## src/htc_pkg.sv

```systemverilog
// Purpose: Shared constants for the high-speed timer output control block
// Assumes: 32-bit Avalon-MM register slave, byte addresses
// Notes:   Control registers are 8 bits wide in the low byte lane
`default_nettype none

package htc_pkg;
   // ************************************************************
   // Sizes
   // ************************************************************
   localparam int unsigned HTC_CNT_W   = 10;
   localparam int unsigned HTC_NCH     = 3;
   localparam int unsigned HTC_PRESC_W = 14;
   localparam int unsigned HTC_DT_W    = 3;
   localparam int unsigned HTC_DEAD_W  = 4;

   // ************************************************************
   // Register byte offsets
   // ************************************************************
   localparam logic [5:0] HTC_OFS_CTRL_A  = 6'h00;
   localparam logic [5:0] HTC_OFS_CTRL_B  = 6'h04;
   localparam logic [5:0] HTC_OFS_CTRL_C  = 6'h08;
   localparam logic [5:0] HTC_OFS_CTRL_D  = 6'h0c;
   localparam logic [5:0] HTC_OFS_CMP_A   = 6'h10;
   localparam logic [5:0] HTC_OFS_CMP_B   = 6'h14;
   localparam logic [5:0] HTC_OFS_CMP_TOP = 6'h18;
   localparam logic [5:0] HTC_OFS_CMP_D   = 6'h1c;
   localparam logic [5:0] HTC_OFS_COUNT   = 6'h20;
   localparam logic [5:0] HTC_OFS_STATUS  = 6'h24;

   // ************************************************************
   // Field positions (lsb of each field)
   // ************************************************************
   localparam int unsigned HTC_A_COM_A = 6;
   localparam int unsigned HTC_A_COM_B = 4;
   localparam int unsigned HTC_A_FOC_A = 3;
   localparam int unsigned HTC_A_FOC_B = 2;
   localparam int unsigned HTC_A_PWM_A = 1;
   localparam int unsigned HTC_A_PWM_B = 0;
   localparam int unsigned HTC_B_INV   = 7;
   localparam int unsigned HTC_B_PSR   = 6;
   localparam int unsigned HTC_B_DTPS  = 4;
   localparam int unsigned HTC_B_CS    = 0;
   localparam int unsigned HTC_C_COM_D = 2;
   localparam int unsigned HTC_C_FOC_D = 1;
   localparam int unsigned HTC_C_PWM_D = 0;
   localparam int unsigned HTC_D_WM    = 0;
   localparam int unsigned HTC_D_ASYNC = 2;
   localparam int unsigned HTC_D_DEAD  = 4;

   // ************************************************************
   // Channel indices, reset values, counter bottom and compare output modes
   // ************************************************************
   localparam int unsigned HTC_CH_A = 0;
   localparam int unsigned HTC_CH_B = 1;
   localparam int unsigned HTC_CH_D = 2;
   localparam logic [9:0]  HTC_RST_CMP     = 10'h000;
   localparam logic [9:0]  HTC_RST_TOP     = 10'h3ff;
   localparam logic [9:0]  HTC_BOTTOM      = 10'h000;
   localparam logic [1:0]  HTC_COM_PORT    = 2'h0;
   localparam logic [1:0]  HTC_COM_TOGGLE  = 2'h1;
   localparam logic [1:0]  HTC_COM_CLEAR   = 2'h2;
   localparam logic [1:0]  HTC_COM_SET     = 2'h3;
endpackage

`default_nettype wire

```

## src/htc_deadtime.sv

```systemverilog
// Purpose: Dead-time insertion for one waveform channel
// Assumes: dt_tick is a one-cycle pulse from the dead-time prescaler
// Notes:   Both outputs stay low for dead_len prescaled ticks after each edge
`default_nettype none

module htc_deadtime
   import htc_pkg::*;
(
   input  wire logic                  ref_clk,
   input  wire logic                  rst_b,
   input  wire logic                  dt_tick,
   input  wire logic                  wave,
   input  wire logic [HTC_DEAD_W-1:0] dead_len,
   output var  logic                  out_p,
   output var  logic                  out_n
);
   typedef struct packed {
      logic                  prev;
      logic [HTC_DEAD_W-1:0] cnt;
      logic                  p;
      logic                  n;
   } htc_dt_state_t;

   htc_dt_state_t q;
   htc_dt_state_t d;

   always_comb begin
      d      = q;
      d.prev = wave;
      if (wave != q.prev) begin
         // Break before make: both sides off while the gap runs
         d.cnt = dead_len;
         d.p   = 1'b0;
         d.n   = 1'b0;
      end else if (q.cnt != '0) begin
         if (dt_tick) begin
            d.cnt = q.cnt - 1'b1;
         end
      end else begin
         d.p = wave;
         d.n = ~wave;
      end
   end

   always_ff @(posedge ref_clk) begin
      if (!rst_b) begin
         q <= '0;
      end else begin
         q <= d;
      end
   end

   assign out_p = q.p;
   assign out_n = q.n;
endmodule

`default_nettype wire

```

## src/htc_timer.sv

```systemverilog
// Purpose: Output control of a 10-bit high-speed timer with three compare channels
// Assumes: Avalon-MM slave with one wait state; pll_clock is an unrelated pin clock
// Notes:   Channel order in vectors is A, B, D
//
// Functional notes
// - Force acts only when channel is non-PWM
// - Force applies compare action, no interrupt
// - Force uses mode written same cycle
// - Force bits always read as zero
// - PWM enable A/B selects PWM operation
// - Inversion flips true and complementary outputs in PWM mode only
// - Prescaler reset self-clears, keeps counter
// - Dead-time prescaler divides by 1,2,4,8
// - Clock select stops or divides source
// - Control C upper bits shadow A/B modes
// - Nonzero D mode overrides port pin
// - D complement only PWM with mode 01
// - Non-PWM D: port, toggle, clear, set
// - Fast PWM D clears/sets at match, bottom
// - Dual-slope D action depends on direction
// - Wave mode picks fast or dual-slope
//
// The address map and the Avalon-MM interface to the registers were decided locally.
`default_nettype none

module htc_timer
   import htc_pkg::*;
(
   input  wire logic                 ref_clk,
   input  wire logic                 rst_b,
   input  wire logic [5:0]           avs_address,
   input  wire logic                 avs_read,
   input  wire logic                 avs_write,
   input  wire logic [31:0]          avs_writedata,
   input  wire logic [3:0]           avs_byteenable,
   output var  logic [31:0]          avs_readdata,
   output var  logic                 avs_waitrequest,
   input  wire logic                 pll_clock,
   input  wire logic [HTC_NCH-1:0]   port_val,
   input  wire logic [HTC_NCH-1:0]   port_val_n,
   output var  logic [HTC_NCH-1:0]   cmp_pin,
   output var  logic [HTC_NCH-1:0]   cmp_pin_n,
   output var  logic [HTC_NCH-1:0]   pin_ovr,
   output var  logic [HTC_NCH-1:0]   pin_ovr_n
);
   // ************************************************************
   // State
   // ************************************************************
   typedef struct packed {
      logic [1:0]                    sync_pll;
      logic                          pll_prev;
      logic [HTC_NCH-1:0][1:0]       com;
      logic [HTC_NCH-1:0]            pwm_en;
      logic                          invert;
      logic [1:0]                    dt_div;
      logic [3:0]                    clk_sel;
      logic [1:0]                    wave_mode;
      logic                          async_sel;
      logic [HTC_DEAD_W-1:0]         dead_len;
      logic [HTC_NCH-1:0][9:0]       cmp;
      logic [9:0]                    top;
      logic [9:0]                    count;
      logic                          count_up;
      logic [HTC_PRESC_W-1:0]        presc;
      logic [HTC_DT_W-1:0]           dt_presc;
      logic                          dt_tick;
      logic [HTC_NCH-1:0]            wave;
      logic [HTC_NCH-1:0]            pin;
      logic [HTC_NCH-1:0]            pin_n;
      logic [HTC_NCH-1:0]            ovr;
      logic [HTC_NCH-1:0]            ovr_n;
      logic                          waitreq;
      logic [31:0]                   rdata;
   } htc_state_t;

   htc_state_t          q;
   htc_state_t          d;
   logic [HTC_NCH-1:0]  dt_p;
   logic [HTC_NCH-1:0]  dt_n;
   logic                wr;
   logic                wr_a;
   logic                wr_b;
   logic                wr_c;

   // Write takes effect on the edge where waitrequest is seen low
   assign wr   = avs_write && !q.waitreq;
   assign wr_a = wr && avs_byteenable[0] && avs_address == HTC_OFS_CTRL_A;
   assign wr_b = wr && avs_byteenable[0] && avs_address == HTC_OFS_CTRL_B;
   assign wr_c = wr && avs_byteenable[0] && avs_address == HTC_OFS_CTRL_C;

   // ************************************************************
   // Compare output action
   // ************************************************************
   function automatic logic htc_act(input logic [1:0] com, input logic pwm, input logic dual,
                                    input logic match, input logic bottom, input logic up,
                                    input logic cur);
      logic r;
      r = cur;
      if (com == HTC_COM_PORT) begin
         r = cur;
      end else if (!pwm) begin
         if (match) begin
            case (com)
               HTC_COM_TOGGLE: r = ~cur;
               HTC_COM_CLEAR:  r = 1'b0;
               default:        r = 1'b1;
            endcase
         end
      end else if (!dual) begin
         if (bottom) begin
            r = (com != HTC_COM_SET);
         end
         if (match) begin
            r = (com == HTC_COM_SET);
         end
      end else if (match) begin
         r = (com == HTC_COM_SET) ? up : ~up;
      end
      return r;
   endfunction

   // ************************************************************
   // Next state
   // ************************************************************
   always_comb begin
      logic                   src;
      logic                   t_tick;
      logic                   dual;
      logic                   dt_tk;
      logic [HTC_PRESC_W-1:0] mask;
      logic [HTC_DT_W-1:0]    dtmask;
      logic [31:0]            rdval;
      logic [HTC_NCH-1:0]     force_ch;
      logic [7:0]             wd;
      src      = 1'b0;
      t_tick   = 1'b0;
      dual     = 1'b0;
      dt_tk    = 1'b0;
      mask     = '0;
      dtmask   = '0;
      rdval    = '0;
      force_ch = '0;
      wd       = avs_writedata[7:0];
      d        = q;

      // Pin clock edge, only the second stage feeds logic
      d.sync_pll = {q.sync_pll[0], pll_clock};
      d.pll_prev = q.sync_pll[1];
      src = q.async_sel ? (q.sync_pll[1] && !q.pll_prev) : 1'b1;

      // Register read mux; force and prescaler-reset bits read zero
      case (avs_address)
         HTC_OFS_CTRL_A:  rdval = {24'h0, q.com[HTC_CH_A], q.com[HTC_CH_B], 2'h0,
                                   q.pwm_en[HTC_CH_A], q.pwm_en[HTC_CH_B]};
         HTC_OFS_CTRL_B:  rdval = {24'h0, q.invert, 1'b0, q.dt_div, q.clk_sel};
         HTC_OFS_CTRL_C:  rdval = {24'h0, q.com[HTC_CH_A], q.com[HTC_CH_B], q.com[HTC_CH_D],
                                   1'b0, q.pwm_en[HTC_CH_D]};
         HTC_OFS_CTRL_D:  rdval = {24'h0, q.dead_len, 1'b0, q.async_sel, q.wave_mode};
         HTC_OFS_CMP_A:   rdval = {22'h0, q.cmp[HTC_CH_A]};
         HTC_OFS_CMP_B:   rdval = {22'h0, q.cmp[HTC_CH_B]};
         HTC_OFS_CMP_TOP: rdval = {22'h0, q.top};
         HTC_OFS_CMP_D:   rdval = {22'h0, q.cmp[HTC_CH_D]};
         HTC_OFS_COUNT:   rdval = {22'h0, q.count};
         HTC_OFS_STATUS:  rdval = {28'h0, q.count_up, q.wave};
         default:         rdval = '0;
      endcase

      // One wait state on every access, mapped or not
      if ((avs_read || avs_write) && q.waitreq) begin
         d.waitreq = 1'b0;
         d.rdata   = avs_read ? rdval : '0;
      end else begin
         d.waitreq = 1'b1;
      end

      // Main prescaler and dead-time prescaler share the source tick
      if (wr_b && wd[HTC_B_PSR]) begin
         d.presc    = '0;
         d.dt_presc = '0;
      end else if (src) begin
         d.presc    = q.presc + 1'b1;
         d.dt_presc = q.dt_presc + 1'b1;
      end
      mask   = HTC_PRESC_W'((15'h1 << (q.clk_sel - 4'h1)) - 15'h1);
      // A tick in the reset cycle would move the counter that the reset must leave alone
      t_tick = src && (q.clk_sel != 4'h0) && ((q.presc & mask) == mask) && !(wr_b && wd[HTC_B_PSR]);
      dtmask = HTC_DT_W'((4'h1 << q.dt_div) - 4'h1);
      dt_tk  = src && ((q.dt_presc & dtmask) == dtmask);
      d.dt_tick = dt_tk;

      // Counter and compare actions
      dual = (|q.pwm_en) && q.wave_mode[0];
      if (t_tick) begin
         for (int i = 0; i < HTC_NCH; i++) begin
            d.wave[i] = htc_act(q.com[i], q.pwm_en[i], dual, q.count == q.cmp[i],
                                q.count == HTC_BOTTOM, q.count_up, q.wave[i]);
         end
         if (q.top == HTC_BOTTOM) begin
            d.count = HTC_BOTTOM;
         end else if (!dual) begin
            d.count = (q.count >= q.top) ? HTC_BOTTOM : q.count + 1'b1;
            d.count_up = 1'b1;
         end else if (q.count_up) begin
            if (q.count >= q.top) begin
               d.count_up = 1'b0;
               d.count    = q.count - 1'b1;
            end else begin
               d.count = q.count + 1'b1;
            end
         end else if (q.count == HTC_BOTTOM) begin
            d.count_up = 1'b1;
            d.count    = q.count + 1'b1;
         end else begin
            d.count = q.count - 1'b1;
         end
      end

      // Register writes
      if (wr_a) begin
         d.com[HTC_CH_A]    = wd[HTC_A_COM_A +: 2];
         d.com[HTC_CH_B]    = wd[HTC_A_COM_B +: 2];
         d.pwm_en[HTC_CH_A] = wd[HTC_A_PWM_A];
         d.pwm_en[HTC_CH_B] = wd[HTC_A_PWM_B];
         force_ch[HTC_CH_A] = wd[HTC_A_FOC_A] && !wd[HTC_A_PWM_A];
         force_ch[HTC_CH_B] = wd[HTC_A_FOC_B] && !wd[HTC_A_PWM_B];
      end
      if (wr_b) begin
         d.invert  = wd[HTC_B_INV];
         d.dt_div  = wd[HTC_B_DTPS +: 2];
         d.clk_sel = wd[HTC_B_CS +: 4];
      end
      if (wr_c) begin
         d.com[HTC_CH_A]    = wd[HTC_A_COM_A +: 2];
         d.com[HTC_CH_B]    = wd[HTC_A_COM_B +: 2];
         d.com[HTC_CH_D]    = wd[HTC_C_COM_D +: 2];
         d.pwm_en[HTC_CH_D] = wd[HTC_C_PWM_D];
         force_ch[HTC_CH_D] = wd[HTC_C_FOC_D] && !wd[HTC_C_PWM_D];
      end
      if (wr && avs_byteenable[0] && avs_address == HTC_OFS_CTRL_D) begin
         d.wave_mode = wd[HTC_D_WM +: 2];
         d.async_sel = wd[HTC_D_ASYNC];
         d.dead_len  = wd[HTC_D_DEAD +: HTC_DEAD_W];
      end
      for (int i = 0; i < 4; i++) begin
         if (wr && avs_address == HTC_OFS_CMP_A + 6'(4 * i)) begin
            if (avs_byteenable[0]) begin
               if (i == 2) d.top[7:0] = wd;
               else d.cmp[(i == 3) ? 2 : i][7:0] = wd;
            end
            if (avs_byteenable[1]) begin
               if (i == 2) d.top[9:8] = avs_writedata[9:8];
               else d.cmp[(i == 3) ? 2 : i][9:8] = avs_writedata[9:8];
            end
         end
      end

      // Forced action uses the mode just written and is a one-cycle event
      for (int i = 0; i < HTC_NCH; i++) begin
         if (force_ch[i]) begin
            d.wave[i] = htc_act(d.com[i], 1'b0, 1'b0, 1'b1, 1'b0, 1'b0, q.wave[i]);
         end
      end

      // Pin muxing; the direction bit of each pin lives outside this block
      for (int i = 0; i < HTC_NCH; i++) begin
         d.ovr[i]   = q.com[i] != HTC_COM_PORT;
         d.ovr_n[i] = q.pwm_en[i] && q.com[i] == HTC_COM_TOGGLE;
         d.pin[i]   = !d.ovr[i] ? port_val[i] :
                      q.pwm_en[i] ? (dt_p[i] ^ q.invert) : q.wave[i];
         d.pin_n[i] = d.ovr_n[i] ? (dt_n[i] ^ q.invert) : port_val_n[i];
      end
   end

   always_ff @(posedge ref_clk) begin
      if (!rst_b) begin
         q         <= '0;
         q.cmp     <= {HTC_NCH{HTC_RST_CMP}};
         q.top     <= HTC_RST_TOP;
         q.count_up <= 1'b1;
         q.waitreq <= 1'b1;
      end else begin
         q <= d;
      end
   end

   // ************************************************************
   // Dead-time generators
   // ************************************************************
   for (genvar g = 0; g < HTC_NCH; g++) begin : g_dt
      htc_deadtime u_dt (
         .ref_clk  (ref_clk),
         .rst_b    (rst_b),
         .dt_tick  (q.dt_tick),
         .wave     (q.wave[g]),
         .dead_len (q.dead_len),
         .out_p    (dt_p[g]),
         .out_n    (dt_n[g])
      );
   end

   assign avs_readdata    = q.rdata;
   assign avs_waitrequest = q.waitreq;
   assign cmp_pin         = q.pin;
   assign cmp_pin_n       = q.pin_n;
   assign pin_ovr         = q.ovr;
   assign pin_ovr_n       = q.ovr_n;

   // ************************************************************
   // Checks
   // ************************************************************
   property p_foc_reads_zero;
      @(posedge ref_clk) disable iff (!rst_b)
      (avs_read && !avs_waitrequest && avs_address == HTC_OFS_CTRL_A) |-> avs_readdata[3:2] == 2'h0;
   endproperty
   a_foc_reads_zero: assert property (p_foc_reads_zero) else $error("force bits read nonzero");

   property p_psr_reads_zero;
      @(posedge ref_clk) disable iff (!rst_b)
      (avs_read && !avs_waitrequest && avs_address == HTC_OFS_CTRL_B) |-> !avs_readdata[6];
   endproperty
   a_psr_reads_zero: assert property (p_psr_reads_zero) else $error("prescaler reset reads one");

   property p_psr_clears;
      @(posedge ref_clk) disable iff (!rst_b)
      (wr_b && avs_writedata[6]) |=> (q.presc == '0) && $stable(q.count);
   endproperty
   a_psr_clears: assert property (p_psr_clears) else $error("prescaler not reset");

   property p_force_blocked;
      @(posedge ref_clk) disable iff (!rst_b)
      (wr_a && avs_writedata[3] && avs_writedata[1] && q.clk_sel == 4'h0) |=> $stable(q.wave[0]);
   endproperty
   a_force_blocked: assert property (p_force_blocked) else $error("force acted in PWM mode");

   property p_force_new_mode;
      @(posedge ref_clk) disable iff (!rst_b)
      (wr_a && avs_writedata[7:6] == 2'h3 && avs_writedata[3] && !avs_writedata[1]) |=> q.wave[0];
   endproperty
   a_force_new_mode: assert property (p_force_new_mode) else $error("force ignored new mode");

   property p_force_toggle_d;
      @(posedge ref_clk) disable iff (!rst_b)
      (wr_c && avs_writedata[3:0] == 4'h6 && q.clk_sel == 4'h0) |=> q.wave[2] != $past(q.wave[2]);
   endproperty
   a_force_toggle_d: assert property (p_force_toggle_d) else $error("channel D did not toggle");

   property p_stopped;
      @(posedge ref_clk) disable iff (!rst_b)
      (q.clk_sel == 4'h0) [*2] |-> $stable(q.count);
   endproperty
   a_stopped: assert property (p_stopped) else $error("counter ran while stopped");

   property p_ovr_d;
      @(posedge ref_clk) disable iff (!rst_b)
      ##1 pin_ovr[2] == ($past(q.com[2]) != 2'h0);
   endproperty
   a_ovr_d: assert property (p_ovr_d) else $error("channel D override wrong");

   property p_ovr_n_d;
      @(posedge ref_clk) disable iff (!rst_b)
      pin_ovr_n[2] == ($past(q.pwm_en[2]) && $past(q.com[2]) == 2'h1);
   endproperty
   a_ovr_n_d: assert property (p_ovr_n_d) else $error("channel D complement connected wrongly");
endmodule

`default_nettype wire

```

## config.mk

```make
export PLATFORM = sky130hd
export DESIGN_NAME = htc_timer
export DESIGN_NICKNAME = d
export VERILOG_FILES = /design/src/htc_pkg.sv /design/src/htc_deadtime.sv /design/src/htc_timer.sv
export SDC_FILE = /design/constraint.sdc
export NUM_CORES = 1
export LEC_CHECK = 0
export ABC_AREA = 1
export BUFFER_PORTS_ARGS = -buffer_cell sky130_fd_sc_hd__buf_2
export CAP_MARGIN = 20
export CORE_UTILIZATION = 40
export DETAILED_ROUTE_END_ITERATION = 10
export HOLD_SLACK_MARGIN = 0.03
export PLACE_DENSITY_LB_ADDON = 0.08
export REMOVE_ABC_BUFFERS = 1
export SYNTH_ARGS = -nofsm -noshare
export SYNTH_HDL_FRONTEND = slang
export SYNTH_SLANG_ARGS = --single-unit
```

## constraint.sdc

```tcl
create_clock -name ref_clk -period 2.3 [get_ports ref_clk]
set_input_delay 0.23 -clock ref_clk [delete_from_list [all_inputs] [get_ports ref_clk]]
set_output_delay 0.23 -clock ref_clk [all_outputs]
set_load 0.05 [all_outputs]
```

==> results.yml, run 1 <==
run_status:
  status: "completed"
pwr:
  switching_share_pct: 31.1
  seq_power_share_pct: 42.6
  p_int_mw: 4.37
  pwr-share-clk_pct: 41.8
  p_total_mw: 6.34
  p_leak_nw: 4.47
  peakVddDrop_v: 0.000487
  p_sw_mw: 1.97
  power.density_nw_per_um2: 655
  comb_power_share_pct: 15.6
logic_synthesis:
  synth_cells: 1217
  synth-seq-cells: 142
  synth_top_area_share_pct: 34.2
  synthFlopType: "dfxtp_1"
  yosysWarnings: 0
  ys_seq_area_share_pct: 34.2
  ys_types: 46
  synth_edf_count: 0
  async_flop_share_pct: 0
  yosysTopAreaCell: "dfxtp_1"
  synth_area_leaders: "dfxtp_1 (34%), nand2_1 (10%), a21oi_1 (7.7%)"
  avgSynthCellArea_sq_um: 6.82
  synth.cell_area_sq_um: 8300
floorplanning:
  io_pins: 98
  start_util_pct: 40.9
  dieArea_sq_um: 21300
  die_w_um: 146
  core_sq_um: 20300
  rows: 52
  die_h_um: 146
final_layout:
  drive_gt1_share_pct: 15.7
  area_delta_synth_final_pct: 16.6
  utilization_pct: 47.7
  multi_input_area_sq_um: 4550
  final_cells: 1587
  seq_area_sq_um: 2850
  num_antenna_cells: 0
  nFillCells: 2148
  layout.nets: 1381
worst_setup_path:
  r2r_setup_slack_ps: 60
  slowest_delay_ps: 380
  path_max_fanout: 6
  timing.rr.end: "q[75]$_SDFFE_PN0N_"
  required_ps: 2660
  rr_startpoint: "q[124]$_SDFFE_PN0P_"
  crit_buf_inv: 1
  cp_cell_sequence: "inv_4 -> nor2_4 -> nand3_2 -> ha_4 -> or2_2 -> nand2_1 -> nor2_1 -> nand3_1 -> nor2_1 -> nand3_1 -> nor2_4 -> nand2_4 -> nor2_4 -> nand3_1 -> a21oi_2"
  slowest_stage: "dfxtp_4"
  worstSetupPathType: "reg2reg"
  path_delay_family: "simple AND/OR/NAND/NOR gates"
  rr_worst_depth: 15
  crit_arrival_ps: 2600
  startpoint_type: "flop"
  endpoint_kind: "flop"
clocking:
  clk_path_buf_depth: 2
  insertion_delay_ps: 440
  cts_root_buffer: "clkbuf_16"
  cts_tree: "built"
  h-tree-depth: 4
  numCtsBuffers: 17
  path_clk_slew_ps: 70
  cts.sinks: 142
timing:
  worst_clock_skew_ps: 12.9
  worst_slew_pin_slew_ps: 1010
  maxSlewViolCount: 0
  finalSetupViolations: 0
  slew_headroom_pct: 32.3
  timing.fmax_ghz: 0.446
  timing.final.crit_period_ps: 2240
  worst_slack_ps: 58.5
  final_hold_viol_count: 0
  rsz0062_at_grt: "true"
  final.period_utilization_pct: 97.5
  tns_ps: 0
min_path:
  hp-class: "in2reg"
  min_to: "cmp_pin_n[0]$_SDFF_PN0_"
  hold_depth: 3
  min-delay-start: "port_val_n[0]"
placement:
  placed_cells: 1548
  pre_cts_ws_ps: -98.7
  place_congestion: 0.919
  hpwl_um: 19600
  io_buffers: 51
route:
  ant_nets: 0
  vias: 8087
  wl_per_cell_um: 16.1
  routed_wirelength_um: 25500
  drt_iter0_markers: 602
  avgViaCountPerCell: 5.10
  drc: 0
  drt_pass1_iterations: 5
global_route:
  grt_max_degree: 74
  grtUsageTotal_pct: 24.7
  grt_first_pass_wirelength_um: 40800
  grt_pass1_vias: 7553
  grt_overflow_total: 0
  grt_antenna_before_repair: 0
flow_run:
  cap_violations: 0
[cell usage in the layout, fill, tap and decap left out, types with 16 or more instances in the layout]
| cell | netlist | routed |
|---|---|---|
| a21oi_1 | 128 | 126 |
| buf_2 | 7 | 51 |
| buf_4 | 47 | 69 |
| clkbuf_16 | 0 | 17 |
| conb_1 | 1 | 22 |
| dfxtp_1 | 142 | 139 |
| ha_1 | 24 | 23 |
| inv_1 | 140 | 140 |
| nand2_1 | 230 | 229 |
| nand3_1 | 60 | 59 |
| nand4_1 | 16 | 16 |
| nor2_1 | 114 | 112 |
| nor3_1 | 24 | 23 |
| o21ai_0 | 99 | 97 |
| o22ai_1 | 16 | 16 |
| xnor2_1 | 16 | 16 |
| xor2_1 | 32 | 32 |
[routing by layer]
layer  global-route usage, %  vias up  part of all wire [%]
li1                        -     4124                     -
met1                    31.5     3708                    45
met2                    41.4      214                    47
met3                    5.44       41                   5.3
met4                    7.86        0                   2.5
met5                       0        -                     0
[stage by stage]
| step | instance area (sq um) | hold slack, ps |
|---|---|---|
| after floorplan | 7900 | 299 |
| after global placement | 9000 | 395 |
| after detailed placement | 9000 | 402 |
| after CTS | 9590 | 38.5 |
| after global routing | 9680 | 46.1 |
| final | 9680 | 41.9 |
[cells in the mapped netlist, types with 3 or more instances]
| master | number |
|---|---|
| clkbuf_1 | 21 |
| nand2_2 | 4 |
| buf_2 | 7 |
| xor2_1 | 32 |
| nand3_1 | 60 |
| a21oi_1 | 128 |
| o211ai_1 | 5 |
| buf_4 | 47 |
| o2111ai_1 | 3 |
| o22ai_1 | 16 |
| nor4_1 | 4 |
| nor3_1 | 24 |
| inv_2 | 11 |
| nor2_2 | 8 |
| o21bai_1 | 4 |
| a22oi_1 | 4 |
| xnor2_1 | 16 |
| nand4_1 | 16 |
| a221oi_1 | 3 |
| or2_2 | 8 |
| nand2_1 | 230 |
| o21ai_1 | 5 |
| a211oi_1 | 7 |
| dfxtp_1 | 142 |
| inv_1 | 140 |
| a31oi_1 | 9 |
| clkinv_1 | 3 |
| o21ai_0 | 99 |
| nor2_4 | 3 |
| nor2_1 | 114 |
| ha_1 | 24 |
[timing repair]
| action | in CTS | in global routing |
|---|---|---|
| gates cloned | 1 | 0 |
| hold buffers | 2 | 0 |
| resized for setup | 3 | 19 |
| buffers inserted | 0 | 4 |
| endpoints found under the hold margin | 2 | 0 |
| endpoints found under the setup margin | 10 | 14 |
| pin swaps | 1 | 11 |
[worst reg2reg max path, cell delays in order (launching register included)]
cell	delay [ps]
dfxtp_4	380
inv_4	40
nor2_4	100
nand3_2	100
ha_4	270
or2_2	90
nand2_1	40
nor2_1	80
nand3_1	90
nor2_1	90
nand3_1	110
nor2_4	160
nand2_4	130
nor2_4	200
nand3_1	130
a21oi_2	150
[cell families after synthesis]
kind of cell	synth area share, %
buf+inv	12.8
simple gates	24.8
fa+ha+maj	3.62
xor+xnor	5.06
mux	0.241
other cells	0.0452
flops	34.2
compound gates	19.2
[final cells by class]
cell class                 instances  area share [%]
inverter                         154            6.00
tap                              270            3.49
timing repair buffer             123            8.40
clock inverter                    15            1.29
clock buffer                      17            4.40
multi-input combinational        866            47.0
sequential                       142            29.5
[worst max path at each step]
| stage | start | end | slack, ps | cells after the start |
|---|---|---|---|---|
| 2_1_floorplan | q[124]$_SDFFE_PN0P_ | q[76]$_SDFFE_PN0N_ | 90 | 15 |
| 3_3_place_gp | q[125]$_SDFFE_PN0P_ | q[70]$_SDFFE_PN0N_ | -10 | 15 |
| 3_5_place_dp | q[125]$_SDFFE_PN0P_ | q[70]$_SDFFE_PN0N_ | -100 | 15 |
| 4_1_cts | q[125]$_SDFFE_PN0P_ | q[75]$_SDFFE_PN0N_ | 20 | 15 |
| 5_1_grt | q[124]$_SDFFE_PN0P_ | q[69]$_SDFFE_PN0N_ | -50 | 15 |
| 6_report | q[124]$_SDFFE_PN0P_ | q[75]$_SDFFE_PN0N_ | 60 | 15 |
[power by group through the flow]
| stage | registers, mW | clock network, mW | logic [mW] |
|---|---|---|---|
| after floorplan | 2.76 | 0 | 0.726 |
| after global placement | 2.76 | 0 | 0.968 |
| after detailed placement | 2.76 | 0 | 0.980 |
| after CTS | 2.70 | 2.69 | 0.990 |
| after global routing | 2.72 | 2.81 | 1.12 |
| final | 2.70 | 2.65 | 0.987 |
[state kept, by name (all words and copies together), names as in the netlist]
| register | cells |
|---|---|
| q | 96 |
| g_dt.u_dt.q | 15 |
| avs_readdata | 10 |
| cmp_pin | 3 |
| cmp_pin_n | 3 |
| g_dt.u_dt.out_n | 3 |
| g_dt.u_dt.out_p | 3 |
| pin_ovr | 3 |
| pin_ovr_n | 3 |
| d | 2 |
| avs_waitrequest | 1 |
Note: power is estimated with default switching activity, not from simulation.
==> inputs of run 2 (changes only) <==
==> constraint.sdc (replaced) <==
create_clock -name ref_clk -period 2.3 [get_ports ref_clk]
set_input_delay 0.115 -clock ref_clk [delete_from_list [all_inputs] [get_ports ref_clk]]
set_output_delay 0.115 -clock ref_clk [all_outputs]
set_load 0.05 [all_outputs]
==> run 2 against run 1 <==
Largest cell class unchanged. Die area is the same. Worst hold slack worse by 2.0 ps. Register-to-register slack improved by 60 ps. Sequential share of layout area fell by 0.70 points. Utilization rose by 1.1 points. Critical path type unchanged. Cell count grew 0.82%. Sequential cell count is the same.
==> results.yml, run 2 (same netlist as run 1, synthesis figures left out) <==
route:
  avgViaCountPerCell: 5.10
  wl_per_cell_um: 16.0
  drt_pass1_iterations: 5
  drt_iter0_markers: 565
  ant_nets: 0
  routed_wirelength_um: 25700
  drc: 0
  vias: 8155
worst_setup_path:
  worstSetupPathType: "reg2reg"
  required_ps: 2650
  path_max_fanout: 6
  crit_buf_inv: 1
  slowest_stage: "dfxtp_4"
  path_delay_family: "simple AND/OR/NAND/NOR gates"
  crit_arrival_ps: 2530
  endpoint_kind: "flop"
  cp_cell_sequence: "inv_2 -> nor2_2 -> nand2_2 -> ha_4 -> or2_4 -> nand2_2 -> nor2_2 -> nand3_2 -> nor2_2 -> nand3_2 -> nor2_4 -> nand2_4 -> nor2_4 -> nand3_2 -> a21oi_2"
  slowest_delay_ps: 380
  startpoint_type: "flop"
global_route:
  grt_pass1_vias: 7448
  grt_max_degree: 74
  grt_antenna_before_repair: 0
  grt_overflow_total: 0
  grtUsageTotal_pct: 24.6
  grt_first_pass_wirelength_um: 40400
floorplanning:
  dieArea_sq_um: 21300
  die_w_um: 146
  io_pins: 98
  die_h_um: 146
  rows: 52
  core_sq_um: 20300
  start_util_pct: 40.9
final_layout:
  layout.nets: 1394
  area_delta_synth_final_pct: 19.4
  utilization_pct: 48.8
  largest_reg_flops: 96
  drive_gt1_share_pct: 16.0
  largest_register: "q"
  design_area_sq_um: 9910
  final_common_cell: "nand2_1"
  final_cell_mix: "nand2_1 (227), inv_1 (140), dfxtp_1 (139), a21oi_1 (126), nor2_1 (111)"
  num_antenna_cells: 0
timing:
  worst_slew_pin_slew_ps: 1090
  finalSetupViolations: 0
  final.period_utilization_pct: 94.7
  timing.final.crit_period_ps: 2180
  worst_clock_skew_ps: 12.9
  rsz0062_at_grt: "true"
  slew_headroom_pct: 26.4
  whs_ps: 39.9
  maxSlewViolCount: 0
  timing.fmax_ghz: 0.459
  final_hold_viol_count: 0
placement:
  hpwl_um: 19600
  placed_area_sq_um: 9040
  place_congestion: 0.902
  io_buffers: 51
pwr:
  p_leak_nw: 4.55
  peakVddDrop_v: 0.000408
  power.density_nw_per_um2: 669
clocking:
  cts.sinks: 142
  numCtsBuffers: 17
  cts_root_buffer: "clkbuf_16"
  clk_path_buf_depth: 2
  insertion_delay_ps: 430
  path_clk_slew_ps: 70
  cts_tree: "built"
  h-tree-depth: 4
run_status:
  status: "completed"
flow_run:
  cap_violations: 0
min_path:
  hp-class: "in2reg"
[run 2: cell count changes in the layout (fill, tap and decap cells not counted), moves of 3 or more]
cell	delta
dlygate4sd3_1	+12
nand3_2	+3
nand3_1	-3
bufinv_16	+3
[run 2: cell type report]
type,count,area [sq um]
fill,2103,10400
multi-input combinational,866,4570
sequential,142,2850
timing repair buffer,136,961
inverter,154,578
clock buffer,18,429
tap,270,338
clock inverter,14,183
[run 2: through the flow]
stage	setup WS (ps)	TNS, ps	power, mW	std cells
final	121	0	6.63	1600
after global routing	-44.7	-203	6.95	1600
after CTS	-10.7	-10.7	6.67	1600
after detailed placement	-32.0	-36.9	3.74	1552
after global placement	44.9	0	3.73	1552
after floorplan	92.8	0	3.49	1161
[run 2: repair_timing]
item | 4_1_cts | 5_1_grt
gates cloned | 1 | 0
hold buffers | 14 | 0
pin swaps | 0 | 9
gates resized for setup | 0 | 28
buffers inserted | 1 | 0
endpoints found under the hold margin | 19 | 0
setup endpoints to repair | 4 | 14
[run 2: per-layer routing]
layer | share of wire [%] | global-route usage [%] | wire [um] | up-vias
li1 | - | - | - | 4153
met1 | 46 | 31.6 | 11700 | 3763
met2 | 47 | 41.5 | 12100 | 193
met3 | 5.1 | 5.03 | 1310 | 46
met4 | 2.0 | 6.93 | 526 | 0
met5 | 0 | 0 | 0 | -
[run 2: path summary, 6_finish.rpt]
check,start,to,slack [ps],depth (start not counted)
hold reg to reg,d[142]$_SDFF_PN0_,d[140]$_SDFF_PN0_,410,2
hold / removal,avs_read,avs_waitrequest$_SDFF_PN1_,40,4
setup / recovery,q[125]$_SDFFE_PN0P_,q[75]$_SDFFE_PN0N_,120,15
setup reg to reg,q[125]$_SDFFE_PN0P_,q[75]$_SDFFE_PN0N_,120,15
[run 2: power by group]
group	internal [mW]	total [mW]	switching [mW]
combinational	0.375	1.00	0.629
clock	1.73	2.92	1.19
sequential	2.60	2.70	0.105
[run 2: tightest hold or removal path: stages]
cell and delay, ps:
buf_2 90, inv_1 80, a21oi_1 90, nand2_1 60
==> inputs of run 3 (changes only) <==
- CORE_ASPECT_RATIO: not set -> 1.2
- clock period: 2.3 -> 2.2 ns (I/O delays scaled with it)
==> run 3 against run 2 <==
The run now ends with negative setup slack left. Critical path type unchanged. Clock power fell by 2%. Worst hold slack better by 31 ps. Non-clock buffer count rose by 34. Critical path depth decreased by 1. Sequential share of layout area down 0.58 points. Combinational power grew 5%. Cell area up 2.1%.
==> results.yml, run 3 (same netlist as run 1, synthesis figures left out) <==
route:
  drt_pass1_iterations: 5
  ant_nets: 0
  dr_wl_met2_um: 12900
  drt_iter0_markers: 540
  routed_wirelength_um: 26100
  vias: 8264
  wl_per_cell_um: 16.0
  avgViaCountPerCell: 5.08
  met3WireLength_um: 1160
  drc: 0
  maxUsedRoutingLayer: "met4"
  wl_met1_um: 11100
timing:
  worst_clock_skew_ps: 11.8
  worst_slew_pin_slew_ps: 983
  rsz0062_at_grt: "true"
  finalSetupViolations: 1
  timing.final.crit_period_ps: 2210
  slew_headroom_pct: 33.9
  final_hold_viol_count: 0
  worst_slack_ps: -10.6
  timing.fmax_ghz: 0.452
  maxSlewViolCount: 0
  final.period_utilization_pct: 100
clocking:
  clk_path_buf_depth: 2
  cts_tree: "built"
  path_clk_slew_ps: 60
  h-tree-depth: 4
  cts.sinks: 142
  numCtsBuffers: 17
  cts_root_buffer: "clkbuf_16"
  insertion_delay_ps: 430
global_route:
  grtUsageTotal_pct: 25.1
  grt_first_pass_wirelength_um: 41100
  grt_antenna_before_repair: 0
  grt_overflow_total: 0
  grt_max_degree: 34
  grt_pass1_vias: 7689
worst_setup_path:
  slowest_delay_ps: 400
  cp_cell_sequence: "inv_2 -> buf_4 -> ha_1 -> a21oi_1 -> nor2_1 -> nor2_1 -> nand3_2 -> nor2_4 -> nand2_4 -> buf_6 -> o21ai_4 -> nand2_1 -> nand2_1 -> nor2_1"
  cpMostUsedCell: "nor2_1"
  endpoint_kind: "flop"
  path_max_fanout: 7
  crit_arrival_ps: 2540
  required_ps: 2530
  startpoint_type: "flop"
  worstSetupPathType: "reg2reg"
  slowest_stage: "dfxtp_1"
final_layout:
  layout.nets: 1428
  area_delta_synth_final_pct: 21.9
  utilization_pct: 49.8
  multi_input_area_sq_um: 4570
  largest_register: "q"
  largest_reg_flops: 96
  final_cell_mix: "nand2_1 (225), inv_1 (140), dfxtp_1 (139), a21oi_1 (127), nor2_1 (110)"
  final_common_cell: "nand2_1"
  nFillCells: 2120
  num_antenna_cells: 0
  drive_gt1_share_pct: 17.9
  seq_area_sq_um: 2850
run_status:
  violations: "negative setup slack"
  status: "finished, violations left"
pwr:
  power.density_nw_per_um2: 667
  peakVddDrop_v: 0.000549
  p_leak_nw: 4.70
floorplanning:
  die_h_um: 160
  io_pins: 98
  dieArea_sq_um: 21300
  core_sq_um: 20300
  start_util_pct: 40.8
  rows: 57
  die_w_um: 134
placement:
  place_congestion: 0.945
  io_buffers: 51
  hpwl_um: 20200
  pre_cts_ws_ps: -191
flow_run:
  cap_violations: 0
min_path:
  hp-class: "in2reg"
-- run 3: cell count changes in the layout (fill, tap and decap cells not counted), moves of 3 or more --
| cell | previous run | this run |
|---|---|---|
| buf_4 | 67 | 100 |
| clkinv_2 | 0 | 3 |
| clkinv_4 | 3 | 0 |
| nand3_1 | 56 | 59 |
| nand3_2 | 6 | 2 |
-- run 3: worst max-delay path, delay by kind of cell, from the launching register on --
kind | cells | cell delay, ps
adder cells (fa/ha/maj) | 1 | 290
AND/OR/NAND/NOR | 8 | 740
flip-flops | 1 | 400
AO/OA/AOI/OAI | 2 | 280
buffers and inverters | 3 | 400
-- run 3: final cells by class --
class | count | share of cell area [%]
multi-input combinational | 866 | 45.2
sequential | 142 | 28.2
timing repair buffer | 170 | 11.9
inverter | 154 | 5.74
clock buffer | 18 | 4.34
tap | 265 | 3.28
clock inverter | 12 | 1.32
-- run 3: final timing paths --
kind | start | end | slack, ps | cells after the start
worst max-delay path | q[127]$_SDFFE_PN0P_ | q[46]$_SDFFE_PN0P_ | -10 | 14
worst min-delay path | avs_writedata[5] | q[129]$_SDFFE_PN0P_ | 70 | 3
worst max register to register | q[127]$_SDFFE_PN0P_ | q[46]$_SDFFE_PN0P_ | -10 | 14
worst min register to register | d[142]$_SDFF_PN0_ | d[140]$_SDFF_PN0_ | 420 | 2
-- run 3: metal layers --
metal / track usage, % / vias up
met3: 3.90 / 50
met1: 30.4 / 3776
li1: - / 4213
met2: 43.3 / 225
met5: 0 / -
met4: 11.4 / 0
-- run 3: repair_timing --
| action | 4_1_cts | 5_1_grt |
|---|---|---|
| buffers inserted | 4 | 3 |
| setup endpoints to repair | 12 | 14 |
| pin swaps | 6 | 5 |
| resized for setup | 13 | 20 |
| endpoints found under the hold margin | 20 | 0 |
| cloned | 1 | 0 |
| hold buffers | 16 | 0 |
-- run 3: per-stage QoR --
step / instance area [sq um] / hold WS [ps] / cells / power (mW) / setup TNS (ps)
2_1_floorplan: 7900 / 179 / 1161 / 3.64 / -9.22
3_3_place_gp: 9220 / 294 / 1573 / 3.91 / -1220
3_5_place_dp: 9220 / 297 / 1573 / 3.91 / -1620
4_1_cts: 10000 / 50.9 / 1624 / 6.81 / -4.94
5_1_grt: 10100 / 79.4 / 1627 / 7.09 / -1370
6_report: 10100 / 71.1 / 1627 / 6.75 / -10.6
-- run 3: where the power goes --
group          total, mW  switching [mW]  internal (mW)
Clock               2.87            1.18           1.70
Combinational       1.05           0.651          0.398
Sequential          2.83           0.112           2.72
Total               6.75            1.94           4.81
